File: src/act_map.svh
`ifndef ACT_MAP_SVH
`define ACT_MAP_SVH

// clock rate and documented times
`define ACT_CLK_PERIOD_PS 5000
`define ACT_ADC_MIN_PERIOD_PS 33300
`define ACT_SHC_MIN_PS 500000
// prescaled clock: least divide that keeps the period at or above the minimum (round up)
`define ACT_ADC_DIV ((`ACT_ADC_MIN_PERIOD_PS + `ACT_CLK_PERIOD_PS - 1) / `ACT_CLK_PERIOD_PS)
// fixed cpu-clock delays
`define ACT_SOC_DELAY 2
`define ACT_EOC_DELAY 2
`define ACT_INT_DELAY 2
// sample window bounds and conversion length, in adc clock periods
`define ACT_SH_MIN 2
`define ACT_SH_MAX 32
`define ACT_CONV_MIN 10
// total of sample window and conversion must reach this, in cpu cycles
`define ACT_SHC_MIN_CYC ((`ACT_SHC_MIN_PS + `ACT_CLK_PERIOD_PS - 1) / `ACT_CLK_PERIOD_PS)
// qualifier lengths
`define ACT_QUAL_SHORT 6
`define ACT_QUAL_LONG 12
`define ACT_QUAL_SEL_BIT 6

`endif

File: src/act_pkg.sv
package act_pkg;
    typedef enum logic [2:0] {
        ACT_IDLE,
        ACT_SOC_WAIT,
        ACT_SAMPLE,
        ACT_CONVERT,
        ACT_LOAD_WAIT,
        ACT_INT_WAIT
    } act_state_t;

    typedef struct packed {
        logic busy;
        logic sampling;
        logic converting;
    } act_phase_t;

    typedef struct packed {
        logic [9:0] value;
        logic flag;
        logic irq;
    } act_result_t;
endpackage : act_pkg

File: src/act_conversion_timing.sv
// How it works
// RULE1 - sample and conversion phases run on a prescaled enable whose period is never under 33.3 ns.
// RULE2 - after a start event at least two cpu clocks pass before sampling begins.
// RULE3 - the sample window lasts between 2 and 32 prescaled periods.
// RULE4 - the window length comes from the sample-window prescaler field of control register one.
// RULE5 - conversion lasts at least ten prescaled periods after sampling ends.
// RULE6 - the result is loaded no sooner than two cpu clocks after conversion ends.
// RULE7 - the interrupt request rises at least two cpu clocks after the conversion flag is set.
// RULE8 - one conversion is start delay plus window plus conversion plus load delay.
// RULE9 - sample/hold plus conversion time is never below 500 ns under any setting.
// RULE10 - the external start pin changes the internal signal only after holding a level 6 or 12 edges.
// RULE11 - bit 6 of system control register two picks 12 edges when set and 6 when clear.
// RULE12 - the trigger source holds the pin at a new level for its cycles argument plus one cycle.
// RULE13 - a start during a conversion is held pending and starts once the result is loaded; the code starts it after the interrupt delay, from idle.
`include "act_map.svh"

module act_conversion_timing
    import act_pkg::*;
(
    input wire logic clk,
    input wire logic reset,
    input wire logic event_start,
    input wire logic external_convert_start_pin,
    input wire logic [15:0] system_control_status_two,
    input wire logic [4:0] sample_window_prescaler,
    input wire logic [9:0] converter_data,
    input wire logic flag_clear,
    output act_phase_t phase,
    output act_result_t result,
    output logic adc_clk_enable
);
    localparam int DIV = `ACT_ADC_DIV;
    localparam int SHC_MIN = `ACT_SHC_MIN_CYC;

    act_state_t state;
    logic qual_level;
    logic qual_prev;
    logic pending;
    logic start_now;
    logic [3:0] div_count;
    logic adc_tick;
    logic [5:0] adc_count;
    logic [5:0] sample_len;
    logic [1:0] cpu_count;
    logic [9:0] shc_count;
    logic [9:0] captured;

    act_qualifier u_qual (
        .clk(clk),
        .reset(reset),
        .pin_async(external_convert_start_pin),
        .long_sel(system_control_status_two[`ACT_QUAL_SEL_BIT]), // RULE11
        .level(qual_level)
    );

    always_ff @(posedge clk or posedge reset) begin
        if (reset) begin
            qual_prev <= 1'b0;
        end else begin
            qual_prev <= qual_level;
        end
    end

    // prescaled adc clock as a one-cycle enable
    always_ff @(posedge clk or posedge reset) begin
        if (reset) begin
            div_count <= 4'h0;
            adc_tick <= 1'b0;
        end else if (div_count == 4'(DIV - 1)) begin
            div_count <= 4'h0;
            adc_tick <= 1'b1; // RULE1
        end else begin
            div_count <= div_count + 4'h1;
            adc_tick <= 1'b0;
        end
    end

    assign adc_clk_enable = adc_tick;

    // field value plus one, clamped to the legal window
    always_comb begin
        sample_len = {1'b0, sample_window_prescaler} + 6'h01; // RULE4
        if (sample_len < 6'(`ACT_SH_MIN)) begin
            sample_len = 6'(`ACT_SH_MIN); // RULE3
        end
    end

    // a trigger that arrives while busy is remembered; several while busy merge into one start
    assign start_now = event_start || (qual_level && !qual_prev);

    always_ff @(posedge clk or posedge reset) begin
        if (reset) begin
            pending <= 1'b0;
        end else if (start_now) begin
            pending <= 1'b1; // RULE13
        end else if (state == ACT_IDLE) begin
            pending <= 1'b0;
        end
    end

    always_ff @(posedge clk or posedge reset) begin
        if (reset) begin
            state <= ACT_IDLE;
            cpu_count <= 2'h0;
            adc_count <= 6'h00;
        end else begin
            case (state)
                ACT_IDLE: begin
                    cpu_count <= 2'h0;
                    if (pending) begin
                        state <= ACT_SOC_WAIT; // RULE13
                    end
                end
                ACT_SOC_WAIT: begin
                    cpu_count <= cpu_count + 2'h1;
                    // wait for an adc edge so the window is whole periods
                    if (cpu_count >= 2'(`ACT_SOC_DELAY - 1) && adc_tick) begin
                        state <= ACT_SAMPLE; // RULE2
                        adc_count <= 6'h00;
                    end else if (cpu_count >= 2'(`ACT_SOC_DELAY - 1)) begin
                        cpu_count <= cpu_count;
                    end
                end
                ACT_SAMPLE: begin
                    if (adc_tick) begin
                        if (adc_count + 6'h01 >= sample_len) begin
                            state <= ACT_CONVERT; // RULE3
                            adc_count <= 6'h00;
                        end else begin
                            adc_count <= adc_count + 6'h01;
                        end
                    end
                end
                ACT_CONVERT: begin
                    if (adc_tick) begin
                        // also stretch until the sample-plus-convert total is met
                        if (adc_count + 6'h01 >= 6'(`ACT_CONV_MIN)
                                && shc_count >= 10'(SHC_MIN)) begin
                            state <= ACT_LOAD_WAIT; // RULE5 RULE9
                            cpu_count <= 2'h0;
                        end else if (adc_count < 6'h3f) begin
                            adc_count <= adc_count + 6'h01;
                        end
                    end
                end
                ACT_LOAD_WAIT: begin
                    cpu_count <= cpu_count + 2'h1;
                    if (cpu_count == 2'(`ACT_EOC_DELAY - 1)) begin
                        state <= ACT_INT_WAIT; // RULE6 RULE8
                        cpu_count <= 2'h0;
                    end
                end
                ACT_INT_WAIT: begin
                    cpu_count <= cpu_count + 2'h1;
                    if (cpu_count == 2'(`ACT_INT_DELAY - 1)) begin
                        state <= ACT_IDLE; // RULE7
                    end
                end
                default: begin
                    state <= ACT_IDLE;
                end
            endcase
        end
    end

    // cpu cycles spent sampling and converting, saturating
    always_ff @(posedge clk or posedge reset) begin
        if (reset) begin
            shc_count <= 10'h000;
        end else if (state == ACT_SAMPLE || state == ACT_CONVERT) begin
            if (shc_count != 10'h3ff) begin
                shc_count <= shc_count + 10'h001; // RULE9
            end
        end else begin
            shc_count <= 10'h000;
        end
    end

    // converter output captured at the end of conversion, published after the load delay
    always_ff @(posedge clk or posedge reset) begin
        if (reset) begin
            captured <= 10'h000;
        end else if (state == ACT_CONVERT && adc_tick) begin
            captured <= converter_data;
        end
    end

    always_ff @(posedge clk or posedge reset) begin
        if (reset) begin
            phase <= '0;
        end else begin
            phase.busy <= state != ACT_IDLE;
            phase.sampling <= state == ACT_SAMPLE;
            phase.converting <= state == ACT_CONVERT;
        end
    end

    always_ff @(posedge clk or posedge reset) begin
        if (reset) begin
            result.value <= 10'h000;
        end else if (state == ACT_LOAD_WAIT && cpu_count == 2'(`ACT_EOC_DELAY - 1)) begin
            result.value <= captured; // RULE6
        end
    end

    // set wins over clear; irq follows the flag after the delay
    always_ff @(posedge clk or posedge reset) begin
        if (reset) begin
            result.flag <= 1'b0;
            result.irq <= 1'b0;
        end else begin
            if (state == ACT_LOAD_WAIT && cpu_count == 2'(`ACT_EOC_DELAY - 1)) begin
                result.flag <= 1'b1;
            end else if (flag_clear) begin
                result.flag <= 1'b0;
            end
            if (state == ACT_INT_WAIT && cpu_count == 2'(`ACT_INT_DELAY - 1)) begin
                result.irq <= 1'b1; // RULE7
            end else if (flag_clear) begin
                result.irq <= 1'b0;
            end
        end
    end
endmodule : act_conversion_timing

File: src/act_qualifier.sv
`include "act_map.svh"

// passes a level only after it has been steady for the selected number of edges
module act_qualifier
    import act_pkg::*;
(
    input wire logic clk,
    input wire logic reset,
    input wire logic pin_async,
    input wire logic long_sel,
    output logic level
);
    logic sync_a;
    logic sync_b;
    logic [3:0] stable_count;
    logic [3:0] need;

    always_ff @(posedge clk or posedge reset) begin
        if (reset) begin
            sync_a <= 1'b0;
            sync_b <= 1'b0;
        end else begin
            sync_a <= pin_async;
            sync_b <= sync_a;
        end
    end

    assign need = long_sel ? 4'(`ACT_QUAL_LONG) : 4'(`ACT_QUAL_SHORT); // RULE11

    // counts edges at a level different from the output; any bounce restarts it
    always_ff @(posedge clk or posedge reset) begin
        if (reset) begin
            stable_count <= 4'h0;
            level <= 1'b0;
        end else if (sync_b == level) begin
            stable_count <= 4'h0;
        end else if (stable_count + 4'h1 >= need) begin
            level <= sync_b; // RULE10
            stable_count <= 4'h0;
        end else begin
            stable_count <= stable_count + 4'h1;
        end
    end
endmodule : act_qualifier

File: config.mk
export PLATFORM = sky130hd
export DESIGN_NAME = act_conversion_timing
export DESIGN_NICKNAME = d
export VERILOG_FILES = /design/src/act_pkg.sv /design/src/act_conversion_timing.sv /design/src/act_qualifier.sv
export VERILOG_INCLUDE_DIRS = /design/src
export SDC_FILE = /design/constraint.sdc
export NUM_CORES = 1
export LEC_CHECK = 0
export ABC_AREA = 1
export BUFFER_PORTS_ARGS = -buffer_cell sky130_fd_sc_hd__clkbuf_2
export CORE_UTILIZATION = 27
export CTS_BUF_LIST = sky130_fd_sc_hd__clkbuf_4
export DETAILED_ROUTE_END_ITERATION = 10
export PLACE_DENSITY = 0.42
export SYNTH_ARGS = -nofsm -noshare
export SYNTH_HDL_FRONTEND = slang
export SYNTH_SLANG_ARGS = --single-unit
export TNS_END_PERCENT = 100
File: constraint.sdc
create_clock -name clk -period 2.5 [get_ports clk]
set_input_delay 0.25 -clock clk [delete_from_list [all_inputs] [get_ports clk]]
set_output_delay 0.25 -clock clk [all_outputs]
set_load 0.05 [all_outputs]
==> impl_results.md, run 1 <==
- Status: finished clean
- Data arrival time of the worst path: 2600 ps
- Most used flip-flop cell after synthesis: dfrtp_1
- Row Count: 39
- Worst-Margin Slew: 549 ps
- Num CTS Buffers: 9
- Die Y: roughly 110 µm
- Slowest stage delay, CP: about 460 ps
- Vias in the first global route: 2440
- Via density: roughly 4.4
- Final HPWL DP: 4.76 mm
- Drt initial violations: 93
- Via Count: ~2400
- Worst skew pair latency: a little over 400 ps
- Total GRT Usage: between 10% and 20%
- Initial Util: around 28%
- Area delta synth->final: 17.0%
- DR pass1 iterations: 4
- Power density over the cells: 1070 nW/µm²
- Aggregate negative setup slack: 0 ps
- Crit Path Category: flop to flop
- Largest net degree at the start of global routing: 24
- Root Driver: clkbuf_4
- Async S/R FF share, synth: between 90% and 100%
- Global route overflow: 0
- Nets: between 400 and 500
- Crit path capture type: flop
- Hold Startpoint: flag_clear
- Die Span X: 111 µm
- Worst hold slack: about 52 ps
- First-pass GRT wire length: ~11 mm
- Critical path data required time: around 2800 ps
- FMAX: 444 MHz
- Crit path time final: 2250 ps
- CTS H-Tree Depth: 3
- Final hold vios: 0
- Port Buffers: 36
- Clk_skew: between 15 and 20 ps
- Maxcap violations: 0
- Fill count: around 1200
- Final wirelength: ~6.3 mm
- GP Congestion: roughly 0.74
- Synth cell types: 36
- Worst Path Buf+Inv: 4
- Core area: around 11000 µm²
- Worst r2r src: adc_count[0]$_DFFE_PP0P_
- Flops & latches, synth: 60
- Detailed-route DRC error count: 0
- Io pins: 52
- CP startpoint kind: flop
- Final period util: about nine tenths
- Layout cell share with drive strength beyond 1: 23.0%
- Post-CTS Setup Bufs: 0
- Net Count, Synth: ~410
- Critical path's top delay family: adder cells
- Syn Area/Cell: between 8 and 9 µm²
- Endpoints failing setup: 0
- Ys Warns: 0
- Sequential-to-total area share from yosys stat: 46.9%
- Critical path's slowest cell: dfrtp_2
- Hold/Removal Path Class: input pin to flop
- Crit Path Max Fanout: 7
- Clock Pin Slew Worst Setup and Hold Paths: between 100 and 150 ps
- Pleak: roughly 1.9 nW
- Initial antenna violation count: 0
- Routed length per instance: around 11 µm
- Clock Path Buffers: 2
- Clk sinks: 60
- Post-route antenna net violation count: 0
- ANT cells: 0
- Max-slew violations: 0
- CTS tree: done
- Cell area after synthesis: approximately 3200 µm²
- Worst path cell trace: buf_4 > ha_1 > inv_1 > ha_1 > inv_1 > nor2_1 > o21ai_0 > nand3_1 > nor2_1 > buf_4 > nand2_2 > nand3_1 > nand2_1 > nand2_1
- CP startpoint: adc_count[0]$_DFFE_PP0P_
- Die area: 12300 µm²
- EDFF count, synth: 0
- Synth Instances: around 360
- RSZ-0062 raised after global routing: no
- Max rail drop VDD: between 0.0006 and 0.0007 V
- Relative max-transition margin: around 63%
Yosys cell counts (2+ instances only):
| cell | instances | area (µm²) |
|---|---|---|
| a21oi_4 | 2 | 32.5 |
| nor2_1 | 27 | 101 |
| mux2_4 | 2 | 30.0 |
| nand2_2 | 5 | 31.3 |
| inv_1 | 45 | 169 |
| ha_1 | 17 | 213 |
| dfrtp_1 | 60 | 1500 |
| nor3_1 | 8 | 40.0 |
| nand2_4 | 4 | 45.0 |
| or2_2 | 2 | 12.5 |
| nand2_1 | 71 | 267 |
| nand3_1 | 28 | 140 |
| nor2_2 | 2 | 12.5 |
| nor3b_1 | 2 | 15.0 |
| xor2_1 | 3 | 26.3 |
| buf_6 | 3 | 33.8 |
| o21ai_0 | 23 | 115 |
| mux2_2 | 10 | 113 |
| a21oi_1 | 10 | 50.1 |
| nor2_4 | 2 | 22.5 |
| xnor2_1 | 5 | 43.8 |
| nand4_1 | 7 | 43.8 |
| o21bai_1 | 2 | 15.0 |
| a31oi_1 | 4 | 25.0 |
per-layer routing:
metal  wire length [µm]  part of all wire, %  up-vias  global-route usage, %
li1                   -                    -     1254                      -
met1               3110                   49     1125                   15.1
met2               2890                   46       35                   17.4
met3                183                  2.9       15                   2.46
met4                162                  2.6        0                   5.78
met5                  0                    0        -                      0
sequential cells by signal (all words and copies together), names as in the netlist:
register / flops
div_count: 4
cpu_count: 2
result: 12
adc_clk_enable: 1
qual_prev: 1
adc_count: 6
u_qual.stable_count: 4
shc_count: 10
state: 3
u_qual.sync_b: 1
captured: 10
u_qual.level: 1
u_qual.sync_a: 1
phase: 3
pending: 1
kinds of logic (layout without fill, tap and decap cells):
group / Yosys count / count (layout) / share of synthesized area [%]
and+or+nand+nor: 162 / 162 / 24.5
AOI/OAI and AO/OA: 44 / 44 / 8.13
muxes: 12 / 12 / 4.45
DFF: 60 / 60 / 46.9
adders and majority gates: 17 / 17 / 6.64
xor gates and xnor gates: 8 / 8 / 2.19
buffers and inverters: 53 / 106 / 7.19
path summary, 6_finish.rpt:
kind | endpoint | slack (ps) | depth (start not counted)
setup reg to reg | state[0]$_DFFE_PP0P_ | 250 | 14
setup / recovery | state[0]$_DFFE_PP0P_ | 250 | 14
hold reg to reg | u_qual.sync_b$_DFF_PP0_ | 360 | 0
max in group asynchronous | result[9]$_DFFE_PP0P_ | 1420 | 4
min in group asynchronous | adc_count[4]$_DFFE_PP0P_ | 390 | 3
hold / removal | result[0]$_DFFE_PP0P_ | 50 | 2
stage by stage:
step / power, mW / utilization (%) / cell area [µm²] / setup WS [ps] / cells
floorplan: 2.86 / - / 3200 / 352 / 356
global placement: 3.21 / 30.9 / 3550 / 163 / 534
detailed placement: 3.23 / 30.9 / 3550 / 111 / 534
CTS: 4.05 / 32.5 / 3730 / 224 / 552
global route: 4.30 / 32.7 / 3750 / 0.176 / 552
finish: 3.99 / 32.7 / 3750 / 249 / 552
power by group:
part / switching [mW] / total, mW / internal, mW
clock: 0.383 / 0.800 / 0.417
sequential: 0.223 / 1.49 / 1.27
combinational: 1.15 / 1.70 / 0.549
total: 1.76 / 3.99 / 2.24
timing repair:
action / CTS / global route
gates resized for setup: 0 / 4
endpoints found under the setup margin: 0 / 8
hold buffers: 2 / 0
hold endpoints to repair: 21 / 0
final cells by class:
| type | instances | area [µm²] | share of cell area, % |
|---|---|---|---|
| clock buffer | 10 | 75.1 | 2.00 |
| clock inverter | 6 | 87.6 | 2.34 |
| inverter | 48 | 188 | 5.01 |
| multi-input combinational | 243 | 1480 | 39.6 |
| sequential | 60 | 1500 | 40.1 |
| tap | 143 | 179 | 4.78 |
| timing repair buffer | 42 | 230 | 6.15 |
layout by cell type, fill, tap and decap left out, types with 16 or more instances in the layout:
cell type	Yosys	final
nand2_1	71	71
dfrtp_1	60	58
nand3_1	28	28
nor2_1	27	27
o21ai_0	23	23
clkbuf_2	0	36
ha_1	17	16
inv_1	45	44
(Power assumes the default switching activity.)
==> run 2, diff against run 1 <==
--- a/config.mk
+++ b/config.mk
@@ -9,7 +9,6 @@
 export ABC_AREA = 1
 export BUFFER_PORTS_ARGS = -buffer_cell sky130_fd_sc_hd__clkbuf_2
 export CORE_UTILIZATION = 27
-export CTS_BUF_LIST = sky130_fd_sc_hd__clkbuf_4
 export DETAILED_ROUTE_END_ITERATION = 10
 export PLACE_DENSITY = 0.42
 export SYNTH_ARGS = -nofsm -noshare
==> impl_results.md, run 2 (synthesis gave the netlist of run 1 again) <==
- Status: finished clean
- Commonest non-fill, non-tap cell in the layout: nand2_1
- Data arrival time of the worst path: 2500 ps (-100 ps)
- Most flop-heavy register: result
- First-pass GRT wire length: 11.4 mm (+1.3%)
- RSZ-0062 raised after global routing: no
- Port Buffers: 36 (unchanged)
- CP startpoint kind: flop
- Num CTS Buffers: 9 (unchanged)
- Die area: 12300 µm² (unchanged)
- Top Registers: result (12), captured (10), shc_count (10)
- Detailed-route DRC error count: 0 (unchanged)
- Largest net degree at the start of global routing: 24 (unchanged)
- Most frequent cells in the layout: nand2_1, dfrtp_1, inv_1, clkbuf_2, nand3_1
- Hold/Removal Path Class: input pin to flop
- Clock Path Buffers: 2 (unchanged)
- Crit path capture type: flop
- Worst path cell trace: buf_4 > ha_1 > inv_1 > ha_1 > inv_1 > nor2_1 > o21ai_0 > nand3_1 > nor2_1 > buf_4 > nand2_2 > nand3_1 > nand2_1 > nand2_1
- Initial Util: 27.9% (unchanged)
- Aggregate negative setup slack: 0 ps (unchanged)
- R2R setup slack: 260 ps (about the same)
- Total GRT Usage: 11.5% (+0.078 points)
- Io pins: 52 (unchanged)
- Maxcap violations: 0 (unchanged)
- Nets: 456 (-0.22%)
- Final hold vios: 0 (unchanged)
- Routed length per instance: 11.7 µm (+1.5%)
- Via density: 4.44 (+1.0%)
- GP Congestion: 0.739 (unchanged)
- Largest register FFs: 12 (unchanged)
- DR pass1 iterations: 4 (unchanged)
- Via Count: 2449 (+0.82%)
- Power density over the cells: 1170 nW/µm² (+9.4%)
- Critical path data required time: 2760 ps (-80 ps)
- Layout cell share with drive strength beyond 1: 22.8% (-0.19 points)
- Critical path's top delay family: adder cells
- Max-slew violations: 0 (unchanged)
- Pleak: 1.98 nW (+3.6%)
- Final wirelength: 6.43 mm (+1.4%)
- Row Count: 39 (unchanged)
- Critical path's slowest cell: dfrtp_2
- CTS H-Tree Depth: 3 (unchanged)
- Relative max-transition margin: 62.7% (-0.59 points)
- Worst-Margin Slew: 558 ps (+8.78 ps)
- Initial antenna violation count: 0 (unchanged)
- Vias in the first global route: 2488 (+2.0%)
- FMAX: 446 MHz (+0.36%)
- Final HPWL DP: 4.76 mm (unchanged)
- Area delta synth->final: 21.8%
- Endpoints failing setup: 0 (unchanged)
- Clk sinks: 60 (unchanged)
- Crit Path Max Fanout: 7 (unchanged)
- Root Driver: clkbuf_16
- Fill count: 1204 (-1.1%)
- Core area: 11500 µm² (unchanged)
- Drt initial violations: 83 (-11%)
- CTS tree: done
- Power, Total: 4.55 mW (+14%)
- ANT cells: 0 (unchanged)
- Crit path time final: 2240 ps (-8.06 ps)
- Clk_skew: 3.27 ps (-15.2 ps)
- Clock Pin Slew Worst Setup and Hold Paths: 50 ps (-60 ps)
- Crit Path Category: flop to flop
- Post-route antenna net violation count: 0 (unchanged)
- Die Y: 111 µm (unchanged)
- Max rail drop VDD: 0.000681 V (+4.4%)
- Die Span X: 111 µm (unchanged)
- Slowest stage delay, CP: 450 ps (about the same)
- Worst Path Buf+Inv: 4 (unchanged)
- Global route overflow: 0 (unchanged)
- Worst skew pair latency: 320 ps (-90 ps)
- Final period util: 89.7% (-0.32 points)
[run 2: cell types whose count changed in the layout (fill, tap and decap cells not counted), sizes merged]
cell	change
clkbuf	+1
clkinv	-1
dlygate4sd3	-1
[run 2: final timing paths]
check                                            from                        to  cells past startpoint
setup reg to reg             adc_count[0]$_DFFE_PP0P_      state[0]$_DFFE_PP0P_                     14
min in group asynchronous                       reset  shc_count[8]$_DFFE_PP0P_                      3
hold reg to reg               u_qual.sync_a$_DFF_PP0_   u_qual.sync_b$_DFF_PP0_                      0
hold / removal             external_convert_start_pin   u_qual.sync_a$_DFF_PP0_                      1
max in group asynchronous                       reset       pending$_DFFE_PP0P_                      4
setup / recovery             adc_count[0]$_DFFE_PP0P_      state[0]$_DFFE_PP0P_                     14
[run 2: per-layer routing]
| layer | up-vias | track usage, % | wire length [µm] |
|---|---|---|---|
| met5 | - | 0 | 0 |
| met4 | 0 | 5.24 | 154 |
| met3 | 14 | 2.62 | 173 |
| met2 | 32 | 18.1 | 2930 |
| met1 | 1150 | 14.9 | 3170 |
| li1 | 1253 | - | - |
[run 2: cell type report]
cell class / instances / area, µm² / area share (%)
well taps: 143 / 179 / 4.59
clock inverters: 5 / 83.8 / 2.15
multi-input cells: 243 / 1480 / 38.0
clock buffers: 11 / 243 / 6.23
inverters: 48 / 188 / 4.81
repair buffers: 41 / 220 / 5.65
flip-flops and latches: 60 / 1500 / 38.5
[run 2: timing repair]
item / CTS / global route
buffers inserted: 0 / 0
setup endpoints to repair: 0 / 6
hold buffers: 1 / 0
hold endpoints to repair: 20 / 0
gates resized for setup: 0 / 3
[run 2: power by group]
group,total (mW),internal (mW),switching (mW)
combinational,1.70,0.548,1.15
clock,1.35,0.903,0.447
sequential,1.50,1.27,0.223
[run 2: worst register-to-register path: stages, from the launching register on]
cell and delay, ps:
dfrtp_2 450, buf_4 170, ha_1 280, inv_1 130, ha_1 260, inv_1 60, nor2_1 30, o21ai_0 140
nand3_1 90, nor2_1 100, buf_4 160, nand2_2 80, nand3_1 100, nand2_1 50, nand2_1 80
[run 2: per-stage QoR]
stage / utilization, % / setup WS [ps] / cell area (µm²) / hold WS, ps / std cells
after floorplan: - / 352 / 3200 / 281 / 356
after global placement: 30.9 / 163 / 3550 / 294 / 534
after detailed placement: 30.9 / 111 / 3550 / 299 / 534
after CTS: 33.9 / 234 / 3880 / 20.9 / 551
after global routing: 34.0 / 3.88 / 3900 / 22.6 / 551
final: 34.0 / 257 / 3900 / 33.6 / 551
